[config.mk]
export PLATFORM = sky130hd
export DESIGN_NAME = rtcsp_slave
export DESIGN_NICKNAME = d
export VERILOG_FILES = /design/src/rtcsp_pkg.sv /design/src/rtcsp_slave.sv
export VERILOG_INCLUDE_DIRS = /design/src /design/src/src
export SDC_FILE = /design/constraint.sdc
export NUM_CORES = 1
export LEC_CHECK = 0
export ABC_AREA = 1
export BUFFER_PORTS_ARGS = -buffer_cell sky130_fd_sc_hd__buf_4
export CAP_MARGIN = 15
export CORE_MARGIN = 2
export CORE_UTILIZATION = 52
export CTS_CLUSTER_SIZE = 25
export DETAILED_ROUTE_END_ITERATION = 8
export PLACE_DENSITY = 0.76
export REMOVE_ABC_BUFFERS = 1
export SKIP_LAST_GASP = 1
export SLEW_MARGIN = 25
export SYNTH_ARGS = -nofsm -noshare
export SYNTH_HDL_FRONTEND = slang
export SYNTH_SLANG_ARGS = --single-unit
[constraint.sdc]
create_clock -name sys_clk_in -period 2.41 [get_ports sys_clk_in]
set_input_delay 0.241 -clock sys_clk_in [delete_from_list [all_inputs] [get_ports sys_clk_in]]
set_output_delay 0.241 -clock sys_clk_in [all_outputs]
set_load 0.05 [all_outputs]
[src/rtcsp_defs.svh]
`ifndef RTCSP_DEFS_SVH
`define RTCSP_DEFS_SVH
`define RTCSP_SLAVE_ADDR     7'h68
`define RTCSP_MEM_DEPTH      64
`define RTCSP_CAL_BYTES      8
`define RTCSP_PTR_RESET      6'h00
`define RTCSP_SYNC_STAGES    2
`define RTCSP_FILT_LEN       3
`define RTCSP_BYTE_RESET     8'h00
`endif

[src/rtcsp_pkg.sv]
package rtcsp_pkg;
	typedef enum logic [2:0] {
		RTCSP_IDLE  = 3'b000,
		RTCSP_ADDR  = 3'b001,
		RTCSP_ACK   = 3'b010,
		RTCSP_RX    = 3'b011,
		RTCSP_TX    = 3'b100,
		RTCSP_MACK  = 3'b101,
		RTCSP_WAIT  = 3'b110
	} rtcsp_state_t;
endpackage

[src/rtcsp_slave.sv]
`timescale 1ns/1ps
`include "rtcsp_defs.svh"
// How it works
// - Slave only; never drives clock or conditions.
// - Answer only slave address 68h: byte D0h to write, D1h to read.
// - Sixty-four byte locations in fixed order.
// - Lowest eight bytes hold BCD calendar values.
// - Pointer advances after every stored write byte and every master-acknowledged read byte.
// - Power fail aborts transfer, clears pointer.
// - Ignore bus while power fail active.
// - Both lines high means bus idle.
// - Transmitter holds data while clock high.
// - Data change with clock high is control.
// - Data falling, clock high, is START.
// - Data rising, clock high, is STOP.
// - One clock per bit, change when low.
// - Unlimited bytes between START and STOP.
// - Eight-bit bytes plus ninth acknowledge clock.
// - First write byte loads pointer, rest stored.
// - Read pointer advances only on master acknowledge.
// - No master acknowledge releases data line.
// - Bare read starts at current pointer.
module rtcsp_slave
	import rtcsp_pkg::*;
#(
	parameter int MEM_DEPTH = `RTCSP_MEM_DEPTH
) (
	// Clock and reset.
	input  wire logic       sys_clk_in,
	input  wire logic       rstn_in,
	// Two-wire bus pins; the clock pin is input only.
	input  wire logic       scl_in,
	input  wire logic       sda_in,
	output logic            sda_out,
	output logic            sda_oe_out,
	// Supply monitor: high while supply is under power_fail_threshold.
	input  wire logic       power_fail_in,
	// Status.
	output logic            busy_out,
	output logic [5:0]      ptr_out
);
	if (MEM_DEPTH != `RTCSP_MEM_DEPTH) begin : g_depth_check
		$error("rtcsp_slave: the six-bit pointer serves only a depth of 64");
	end

	// Two sync stages, then a filter that changes only when all three samples agree.
	logic [1:0] scl_sync_r, sda_sync_r, scl_sync_nxt, sda_sync_nxt;
	logic [`RTCSP_FILT_LEN-1:0] scl_hist_r, sda_hist_r, scl_hist_nxt, sda_hist_nxt;
	logic scl_f_r, sda_f_r, scl_f_nxt, sda_f_nxt;
	logic scl_d_r, sda_d_r, scl_d_nxt, sda_d_nxt;

	always_comb begin
		scl_sync_nxt = {scl_sync_r[0], scl_in};
		sda_sync_nxt = {sda_sync_r[0], sda_in};
		scl_hist_nxt = {scl_hist_r[`RTCSP_FILT_LEN-2:0], scl_sync_r[1]};
		sda_hist_nxt = {sda_hist_r[`RTCSP_FILT_LEN-2:0], sda_sync_r[1]};
		scl_f_nxt = (&scl_hist_r) ? 1'b1 : ((|scl_hist_r) ? scl_f_r : 1'b0);
		sda_f_nxt = (&sda_hist_r) ? 1'b1 : ((|sda_hist_r) ? sda_f_r : 1'b0);
		scl_d_nxt = scl_f_r;
		sda_d_nxt = sda_f_r;
	end

	always_ff @(posedge sys_clk_in or negedge rstn_in) begin
		if (!rstn_in) begin
			scl_sync_r <= 2'b11;
			sda_sync_r <= 2'b11;
			scl_hist_r <= '1;
			sda_hist_r <= '1;
			scl_f_r    <= 1'b1;
			sda_f_r    <= 1'b1;
			scl_d_r    <= 1'b1;
			sda_d_r    <= 1'b1;
		end else begin
			scl_sync_r <= scl_sync_nxt;
			sda_sync_r <= sda_sync_nxt;
			scl_hist_r <= scl_hist_nxt;
			sda_hist_r <= sda_hist_nxt;
			scl_f_r    <= scl_f_nxt;
			sda_f_r    <= sda_f_nxt;
			scl_d_r    <= scl_d_nxt;
			sda_d_r    <= sda_d_nxt;
		end
	end

	wire scl_rise = scl_f_r & ~scl_d_r;
	wire scl_fall = ~scl_f_r & scl_d_r;
	wire start_c  = scl_f_r & scl_d_r & sda_d_r & ~sda_f_r;
	wire stop_c   = scl_f_r & scl_d_r & ~sda_d_r & sda_f_r;

	// Storage; the lowest eight bytes are the BCD calendar, held as written.
	logic [7:0] mem_r [MEM_DEPTH];
	logic [7:0] mem_nxt [MEM_DEPTH];

	rtcsp_state_t state_r, state_nxt;
	logic [3:0] bit_r, bit_nxt;
	logic [7:0] sh_r, sh_nxt;
	logic [5:0] ptr_r, ptr_nxt;
	logic       rd_r, rd_nxt;
	logic       first_r, first_nxt;
	logic       sda_o_r, sda_o_nxt;
	logic       sda_oe_r, sda_oe_nxt;
	logic       busy_r, busy_nxt;

	function automatic logic [5:0] ptr_inc(input logic [5:0] p);
		ptr_inc = p + 6'h01;
	endfunction

	always_comb begin
		state_nxt = state_r;
		bit_nxt   = bit_r;
		sh_nxt    = sh_r;
		ptr_nxt   = ptr_r;
		rd_nxt    = rd_r;
		first_nxt = first_r;
		sda_o_nxt = sda_o_r;
		busy_nxt  = busy_r;
		mem_nxt   = mem_r;
		if (power_fail_in) begin
			// Ignoring the bus here guards the memory from a sagging master.
			state_nxt = RTCSP_IDLE;
			ptr_nxt   = `RTCSP_PTR_RESET;
			sda_o_nxt = 1'b1;
			busy_nxt  = 1'b0;
		end else if (start_c) begin
			state_nxt = RTCSP_ADDR;
			bit_nxt   = 4'h0;
			sda_o_nxt = 1'b1;
			busy_nxt  = 1'b1;
		end else if (stop_c) begin
			state_nxt = RTCSP_IDLE;
			sda_o_nxt = 1'b1;
			busy_nxt  = 1'b0;
		end else begin
			unique case (state_r)
				RTCSP_IDLE, RTCSP_WAIT: begin
					sda_o_nxt = 1'b1;
				end
				RTCSP_ADDR, RTCSP_RX: begin
					if (scl_rise) begin
						sh_nxt  = {sh_r[6:0], sda_f_r};
						bit_nxt = bit_r + 4'h1;
					end else if (scl_fall && bit_r == 4'h8) begin
						if (state_r == RTCSP_ADDR) begin
							if (sh_r[7:1] == `RTCSP_SLAVE_ADDR) begin
								rd_nxt    = sh_r[0];
								first_nxt = ~sh_r[0];
								sda_o_nxt = 1'b0;
								state_nxt = RTCSP_ACK;
							end else begin
								state_nxt = RTCSP_WAIT;
							end
						end else begin
							if (first_r) begin
								ptr_nxt   = sh_r[5:0];
								first_nxt = 1'b0;
							end else begin
								mem_nxt[ptr_r] = sh_r;
								ptr_nxt = ptr_inc(ptr_r);
							end
							sda_o_nxt = 1'b0;
							state_nxt = RTCSP_ACK;
						end
					end
				end
				RTCSP_ACK: begin
					if (scl_fall) begin
						bit_nxt = 4'h0;
						if (rd_r) begin
							sh_nxt    = mem_r[ptr_r];
							sda_o_nxt = mem_r[ptr_r][7];
							state_nxt = RTCSP_TX;
						end else begin
							sda_o_nxt = 1'b1;
							state_nxt = RTCSP_RX;
						end
					end
				end
				RTCSP_TX: begin
					// Data only changes after a falling clock edge.
					if (scl_fall) begin
						bit_nxt = bit_r + 4'h1;
						sh_nxt  = {sh_r[6:0], 1'b0};
						sda_o_nxt = (bit_r == 4'h7) ? 1'b1 : sh_r[6];
						if (bit_r == 4'h7) begin
							state_nxt = RTCSP_MACK;
						end
					end
				end
				RTCSP_MACK: begin
					if (scl_rise) begin
						if (!sda_f_r) begin
							ptr_nxt   = ptr_inc(ptr_r);
							state_nxt = RTCSP_ACK;
						end else begin
							state_nxt = RTCSP_WAIT;
						end
					end
				end
				default: begin
					state_nxt = RTCSP_IDLE;
				end
			endcase
		end
		sda_oe_nxt = ~sda_o_nxt;
	end

	always_ff @(posedge sys_clk_in or negedge rstn_in) begin
		if (!rstn_in) begin
			state_r <= RTCSP_IDLE;
			bit_r   <= 4'h0;
			sh_r    <= `RTCSP_BYTE_RESET;
			ptr_r   <= `RTCSP_PTR_RESET;
			rd_r    <= 1'b0;
			first_r <= 1'b0;
			sda_o_r <= 1'b1;
			sda_oe_r <= 1'b0;
			busy_r  <= 1'b0;
			for (int i = 0; i < MEM_DEPTH; i++) begin
				mem_r[i] <= `RTCSP_BYTE_RESET;
			end
		end else begin
			state_r <= state_nxt;
			bit_r   <= bit_nxt;
			sh_r    <= sh_nxt;
			ptr_r   <= ptr_nxt;
			rd_r    <= rd_nxt;
			first_r <= first_nxt;
			sda_o_r <= sda_o_nxt;
			sda_oe_r <= sda_oe_nxt;
			busy_r  <= busy_nxt;
			mem_r   <= mem_nxt;
		end
	end

	// Open drain: only a low is ever driven, the clock pin never.
	assign sda_out    = 1'b0;
	// The enable has its own flop, so no inverter sits between flop and pin.
	assign sda_oe_out = sda_oe_r;
	assign busy_out   = busy_r;
	assign ptr_out    = ptr_r;

	property p_pf_clear;
		@(posedge sys_clk_in) disable iff (!rstn_in)
		power_fail_in |=> (ptr_r == 6'h00) && !sda_oe_out && (state_r == RTCSP_IDLE);
	endproperty
	a_pf_clear: assert property (p_pf_clear) else $error("power fail did not abort");

	property p_pf_ignore;
		@(posedge sys_clk_in) disable iff (!rstn_in)
		power_fail_in && $past(power_fail_in) |-> !busy_r;
	endproperty
	a_pf_ignore: assert property (p_pf_ignore) else $error("bus seen in power fail");

	property p_start;
		@(posedge sys_clk_in) disable iff (!rstn_in)
		start_c && !power_fail_in |=> state_r == RTCSP_ADDR && bit_r == 4'h0;
	endproperty
	a_start: assert property (p_start) else $error("start not taken");

	property p_stop;
		@(posedge sys_clk_in) disable iff (!rstn_in)
		stop_c |=> state_r == RTCSP_IDLE && !busy_r;
	endproperty
	a_stop: assert property (p_stop) else $error("stop not taken");

	property p_wrap;
		@(posedge sys_clk_in) disable iff (!rstn_in)
		state_r == RTCSP_MACK && scl_rise && !sda_f_r && !power_fail_in && !start_c
			&& !stop_c && ptr_r == 6'h3f |=> ptr_r == 6'h00;
	endproperty
	a_wrap: assert property (p_wrap) else $error("pointer did not wrap");

	property p_nack;
		@(posedge sys_clk_in) disable iff (!rstn_in)
		state_r == RTCSP_MACK && scl_rise && sda_f_r && !power_fail_in && !start_c
			&& !stop_c |=> !sda_oe_out && $stable(ptr_r);
	endproperty
	a_nack: assert property (p_nack) else $error("nack not released");

	property p_scl_stable;
		@(posedge sys_clk_in) disable iff (!rstn_in)
		state_r == RTCSP_TX && scl_f_r && scl_d_r && !start_c && !stop_c
			&& !power_fail_in |=> $stable(sda_oe_out);
	endproperty
	a_scl_stable: assert property (p_scl_stable) else $error("data moved, clock high");

	property p_addr_ack;
		@(posedge sys_clk_in) disable iff (!rstn_in)
		state_r == RTCSP_ADDR && scl_fall && bit_r == 4'h8 && sh_r[7:1] != `RTCSP_SLAVE_ADDR
			&& !power_fail_in && !start_c && !stop_c |=> state_r == RTCSP_WAIT ##1 !sda_oe_out;
	endproperty
	a_addr_ack: assert property (p_addr_ack) else $error("foreign address acked");
endmodule

# After elaboration in Yosys (flattened, before gate mapping)
# Index checks and enable logic that the tools add are counted.
[op_classes]
n_addsub = 2
multipliers = 0
div_mod_pow = 0
magnitude_cmp = 2
n_eq_ne = 34
n_shift = 0
mux = 62
bitwise_logic = 20
reduce_logical = 20
[op_table]
columns = ["cell", "count"]
rows = [
  ["bitwise mux 512 bit", 1],
  ["2-to-1 mux 8 bit", 7],
  ["2-to-1 mux 6 bit", 9],
  ["binary-select mux 8 bit (select 6 bit)", 1],
  ["demux 8 bit (select 6 bit)", 1],
  ["2-to-1 mux 3 bit", 13],
  ["AND reduction 8 bit", 4],
  ["!= test 5 bit, second input constant", 6],
  ["!= test 3 bit, second input constant", 8],
  ["case mux 8 bit (3 select lines)", 1],
  ["2-to-1 mux 1 bit", 20],
  ["2-to-1 mux 4 bit", 5],
  ["!= test 2 bit, second input constant", 9],
  ["case mux 3 bit (5 select lines)", 1],
  ["AND reduction 7 bit", 2],
  ["NOT 1 bit", 12],
  ["case mux 4 bit (3 select lines)", 1],
  ["case mux 6 bit (2 select lines)", 1],
  ["equality test 3 bit, second input constant", 3],
  ["nonzero test 3 bit", 3],
  ["bitwise AND 1 bit", 7],
  ["equality test 7 bit, second input constant", 1],
  ["greater-or-equal comparator 7 bit, second input constant", 1],
  ["< comparator 7 x 1 -> 1 bit, second input constant", 1],
  ["other kinds (17)", 22],
]
[totals]
reg_bits = 552
latchBits = 0
ramBits = 0
rom_bits = 0
input_bits = 5
output_inout_bits = 9
word_cells = 221
memories = 0

# Longest topological paths before layout
[logic_depth]
word_depth = 11
mapped_depth = 15
ltp_nobuf = 13

# Worst setup path before layout
# OpenSTA, ideal clock, no wires.
[synth_path]
path_kind = "register to register"
from = "register ptr_r[0] (netlist: ptr_out[0])"
to = "register sh_r[4]"
t_arrival_ns = 2.173
t_required_ns = 2.344
path_slack_ns = 0.172
stages_incl_launch_ff = 14
n_path_buf = 3
period_less_slack_ns = 2.238
cell_sequence = "dfrtp_1 -> clkbuf_1 -> clkbuf_1 -> clkbuf_1 -> nand2_1 -> a21oi_1 -> o21ai_0 -> nand2_1 -> nand2_1 -> nand2_1 -> nor2_1 -> nand3_1 -> nand2_1 -> nand2_1"
[synth_via]
elab_chain_len = 7
[synth_lines]
columns = ["item", "line_no", "text"]
rows = [
  ["start: declaration", "rtcsp_slave.sv:97", "logic [5:0] ptr_r, ptr_nxt;"],
  ["start signal: assignment", "rtcsp_slave.sv:212", "ptr_r <= `RTCSP_PTR_RESET;"],
  ["start signal: assignment", "rtcsp_slave.sv:225", "ptr_r <= ptr_nxt;"],
  ["NOT 6 -> 7 bit (implied by the code)", "rtcsp_slave.sv:169", "sh_nxt = mem_r[ptr_r];"],
  ["binary-select mux 8 bit (select 6 bit)", "rtcsp_slave.sv:169", ""],
  ["2-to-1 mux 8 bit (implied by the code) (2 in series)", "rtcsp_slave.sv:169", ""],
  ["2-to-1 mux 8 bit", "rtcsp_slave.sv:168", "if (rd_r) begin"],
  ["2-to-1 mux 8 bit", "rtcsp_slave.sv:166", "if (scl_fall) begin"],
  ["case mux 8 bit (3 select lines)", "rtcsp_slave.sv:134", "unique case (state_r)"],
  ["end signal: assignment", "rtcsp_slave.sv:211", "sh_r <= `RTCSP_BYTE_RESET;"],
  ["end signal: assignment", "rtcsp_slave.sv:224", "sh_r <= sh_nxt;"],
  ["end: declaration", "rtcsp_slave.sv:96", "logic [7:0] sh_r, sh_nxt;"],
]
# Every way passes these cells. The select of a mux whose other input is x is not followed.
# A chain may end at the register's enable or synchronous reset.

# Worst setup path in the final report
[layout_path]
from = "register scl_d_r"
to = "register mem_r[27] (netlist name)"
[layout_via]
elab_chain_len = 5
word_cells_on_any_way = 13
[layout_lines]
columns = ["item", "line_no", "text"]
rows = [
  ["start: declaration", "rtcsp_slave.sv:50", "logic scl_d_r, sda_d_r, scl_d_nxt, sda_d_nxt;"],
  ["start signal: assignment", "rtcsp_slave.sv:80", "scl_d_r <= scl_d_nxt;"],
  ["bitwise AND 1 bit", "rtcsp_slave.sv:87, rtcsp_slave.sv:88", ""],
  ["bitwise AND 1 bit, on equally long branches (2 in series)", "rtcsp_slave.sv:88, rtcsp_slave.sv:87", ""],
  ["NOT 1 bit (no source line)", "n/a", ""],
  ["AND reduction 8 bit (no source line) *", "n/a", ""],
  ["end signal: indexed assignment", "rtcsp_slave.sv:219", "mem_r[i] <= `RTCSP_BYTE_RESET;"],
  ["end signal: assignment", "rtcsp_slave.sv:231", "mem_r <= mem_nxt;"],
  ["end: declaration", "rtcsp_slave.sv:91", "logic [7:0] mem_r [MEM_DEPTH];"],
]
# Every way passes the cells marked *; elsewhere a longest branch is shown, timed or not.

==> flow_summary.json <==
{
  "final_cell_mix": "nand2_1 (1365), o21ai_0 (602), dfrtp_1 (534)",
  "synth-async-reset-ratio": 1.00,
  "wl_per_cell_microns": 17.9,
  "clkLatencyLatePin_ps": 630,
  "gr-total-overflow": 0,
  "synthMuxAreaShare": 0,
  "layout_commonest_cell": "nand2_1",
  "rsz0062_at_grt": "true",
  "cp_num_buf_inv": 5,
  "fin_cells": 4052,
  "core_sq_mm": 0.0487,
  "num_antenna_cells": 0,
  "synth_enable_flop_cells": 0,
  "numClockSinks": 552,
  "fin_skew_ps": 17.3,
  "avgSynthCellArea_sq_um": 7.69,
  "maxCapViolCount": 0,
  "grt_usage": 0.289,
  "cts_buffers": 58,
  "synth.distinct_cells": 33,
  "crit_top_cell": "buf_4",
  "drcViolationCount": 0,
  "dpl.hpwl_mm": 44.6,
  "grt_max_degree": 70,
  "hold_viol_final": 0,
  "initial_utilization": 0.525,
  "grt_pass1_wl_mm": 116,
  "slew_viol_final": 0,
  "drtIter0Drc": 2841,
  "drt_wl_total_mm": 72.4,
  "slowest_delay_ps": 540,
  "min_period_ps": 2400,
  "max_freq_ghz": 0.417,
  "die_h_microns": 226,
  "placedCellCount": 3938,
  "relSlewSlack": 0.434,
  "crit_chain": "inv_1 -> nor2_2 -> nand4_1 -> inv_2 -> nand3_2 -> nor4_4 -> buf_4 -> buf_6 -> nand3_1 -> buf_4 -> nand2_1 -> o21ai_0",
  "clkTransAtPathRegs_ps": 60,
  "dieArea_sq_mm": 0.0510,
  "path_delay_family": "buffers and inverters",
  "powerDensity_mw_per_mm2": 669,
  "critPathRequiredTime_ps": 2870,
  "worstSetupPathType": "reg2reg",
  "end_kind": "register",
  "synth_xor_xnor_area_share": 0.000685,
  "antenna_left": 0,
  "peakVddDrop_mv": 0.777,
  "dr.pass1.iters": 6,
  "yosysWarningCount": 0,
  "yosysSeqAreaShare": 0.541,
  "status": "complete, no violations",
  "syn_to_final_growth_pct": 15.2,
  "nets": 3352,
  "io_buffers": 12,
  "clockBufferDepth": 3,
  "synth_adder_area_share": 0.00147,
  "htree_levels": 2,
  "vias": 22673,
  "hold_slack_ps": 246,
  "worstPathArrival_ps": 2860,
  "crit_path_start_kind": "register",
  "ctsRootBufferMaster": "clkbuf_16",
  "worst_pin_slew_ps": 849,
  "period_share": 0.995,
  "synth_compound_area_frac": 0.150,
  "cp_slowest_cell": "dfstp_2",
  "synth_top_family_by_area": "simple AND/OR/NAND/NOR gates",
  "synth_seq_cells": 552,
  "synth-simple-area-share": 0.256,
  "cts_tree": "done",
  "leakagePower_nw": 13.4,
  "power_mw": 19.7,
  "routabilityCongestion": 0.926,
  "setup_viol": 0,
  "syn_area_sq_mm": 0.0256,
  "antenna_found_initial": 0,
  "ys.flop_type": "dfrtp_1",
  "hp-class": "in2async",
  "via_per_inst": 5.60,
  "drive_above_1_share": 0.0968,
  "postSynthCellCount": 3325,
  "rows": 81,
  "fin_tns_setup_ps": 0,
  "path_max_fanout": 21,
  "die-width_microns": 226,
  "first_global_vias": 21467,
  "io_pins": 14
}
==> layout make-up <==
cell class | instances | area, sq um
Clock buffer | 93 | 1780
Clock inverter | 11 | 131
Fill cell | 4185 | 19300
Inverter | 115 | 449
Multi-Input combinational cell | 2427 | 10500
Sequential cell | 552 | 13800
Tap cell | 664 | 831
Timing Repair Buffer | 190 | 1960
==> worst reg2reg max path: stages, from the launching register on <==
cell     delay [ps]
dfstp_2         540
inv_1            60
nor2_2          110
nand4_1         130
inv_2           100
nand3_2          80
nor4_4          290
buf_4           220
buf_6           240
nand3_1         110
buf_4           200
nand2_1          70
o21ai_0          90
==> synthesized netlist by cell type, types with 2 or more instances <==
cell       number  area (sq um)
or2_2           7          43.8
ha_1            3          37.5
inv_2           3          11.3
dfstp_2        15           394
nor3_1         14          70.1
nor2_1        116           435
nand3_2         5          50.1
nand3_1       128           641
buf_2           6          30.0
nand4_1        20           125
o21ai_0       602          3010
buf_1          20          75.1
inv_1         110           413
clkinv_1        2          7.51
o211ai_1        3          22.5
o2111ai_1       3          26.3
clkbuf_1      204           766
a21oi_1       144           721
o22ai_1         4          25.0
nand2_1      1367          5130
dfrtp_1       537         13400
==> stage by stage <==
stage               cell area [sq um]  worst slack, ps   util
floorplan                       24700            -7850      -
global placement                27400              113  0.562
detailed placement              27400             50.8  0.562
CTS                             29300             21.5  0.602
global route                    29500             -110  0.605
finish                          29500             11.0  0.605
==> per-layer routing <==
metal  up-vias  routed length [microns]  global-route usage
met2       951                    32900               0.456
met4         0                     2720               0.104
met1     10787                    30700               0.400
met5         -                        0                   0
li1      10762                        -                   -
met3       173                     6090              0.0527
==> sequential cells by signal, indices dropped and copies added, names as in the netlist <==
signal      count
first_r         1
sda_d_nxt       1
sda_o_r         1
sda_hist_r      3
busy_out        1
scl_hist_r      3
bit_r           4
sda_d_r         1
rd_r            1
sda_sync_r      2
scl_sync_r      2
state_r         3
sh_r            8
scl_d_r         1
scl_d_nxt       1
sda_oe_out      1
mem_r         512
ptr_out         6
==> power by group <==
group          internal, mW  switching (mW)
Combinational         0.240            1.09
Sequential             9.37          0.0813
Clock                  5.25            3.69
Total                  14.9            4.87
==> cells by family (layout without fill, tap and decap cells) <==
| kind of cell | count (synthesis) | in the layout |
|---|---|---|
| AO/OA/AOI/OAI | 760 | 760 |
| XOR/XNOR | 2 | 2 |
| adder cells (fa/ha/maj) | 3 | 3 |
| buffers and inverters | 346 | 409 |
| flip-flops | 552 | 552 |
| other | 1 | 1 |
| AND/OR/NAND/NOR | 1661 | 1661 |
==> final timing paths <==
kind                               startpoint            end  slack [ps]  cells after the start
worst max-delay path                  scl_d_r      mem_r[27]          10                     12
worst min register to register  sda_sync_r[1]  sda_hist_r[0]         360                      0
max in group asynchronous             rstn_in     mem_r[291]        1420                      3
worst max register to register        scl_d_r      mem_r[27]          10                     12
worst min-delay path                  rstn_in     mem_r[360]         250                      2
min in group sys_clk_in                sda_in  sda_sync_r[0]         270                      2
==> timing repair <==
| action | 4_1_cts | 5_1_grt |
|---|---|---|
| endpoints found under the setup margin | 0 | 224 |
| hold buffers | 4 | 0 |
| setup buffers | 0 | 3 |
| hold endpoints to repair | 52 | 0 |
| gates resized for setup | 0 | 17 |
No activity file was read; power rests on OpenSTA's default activity.
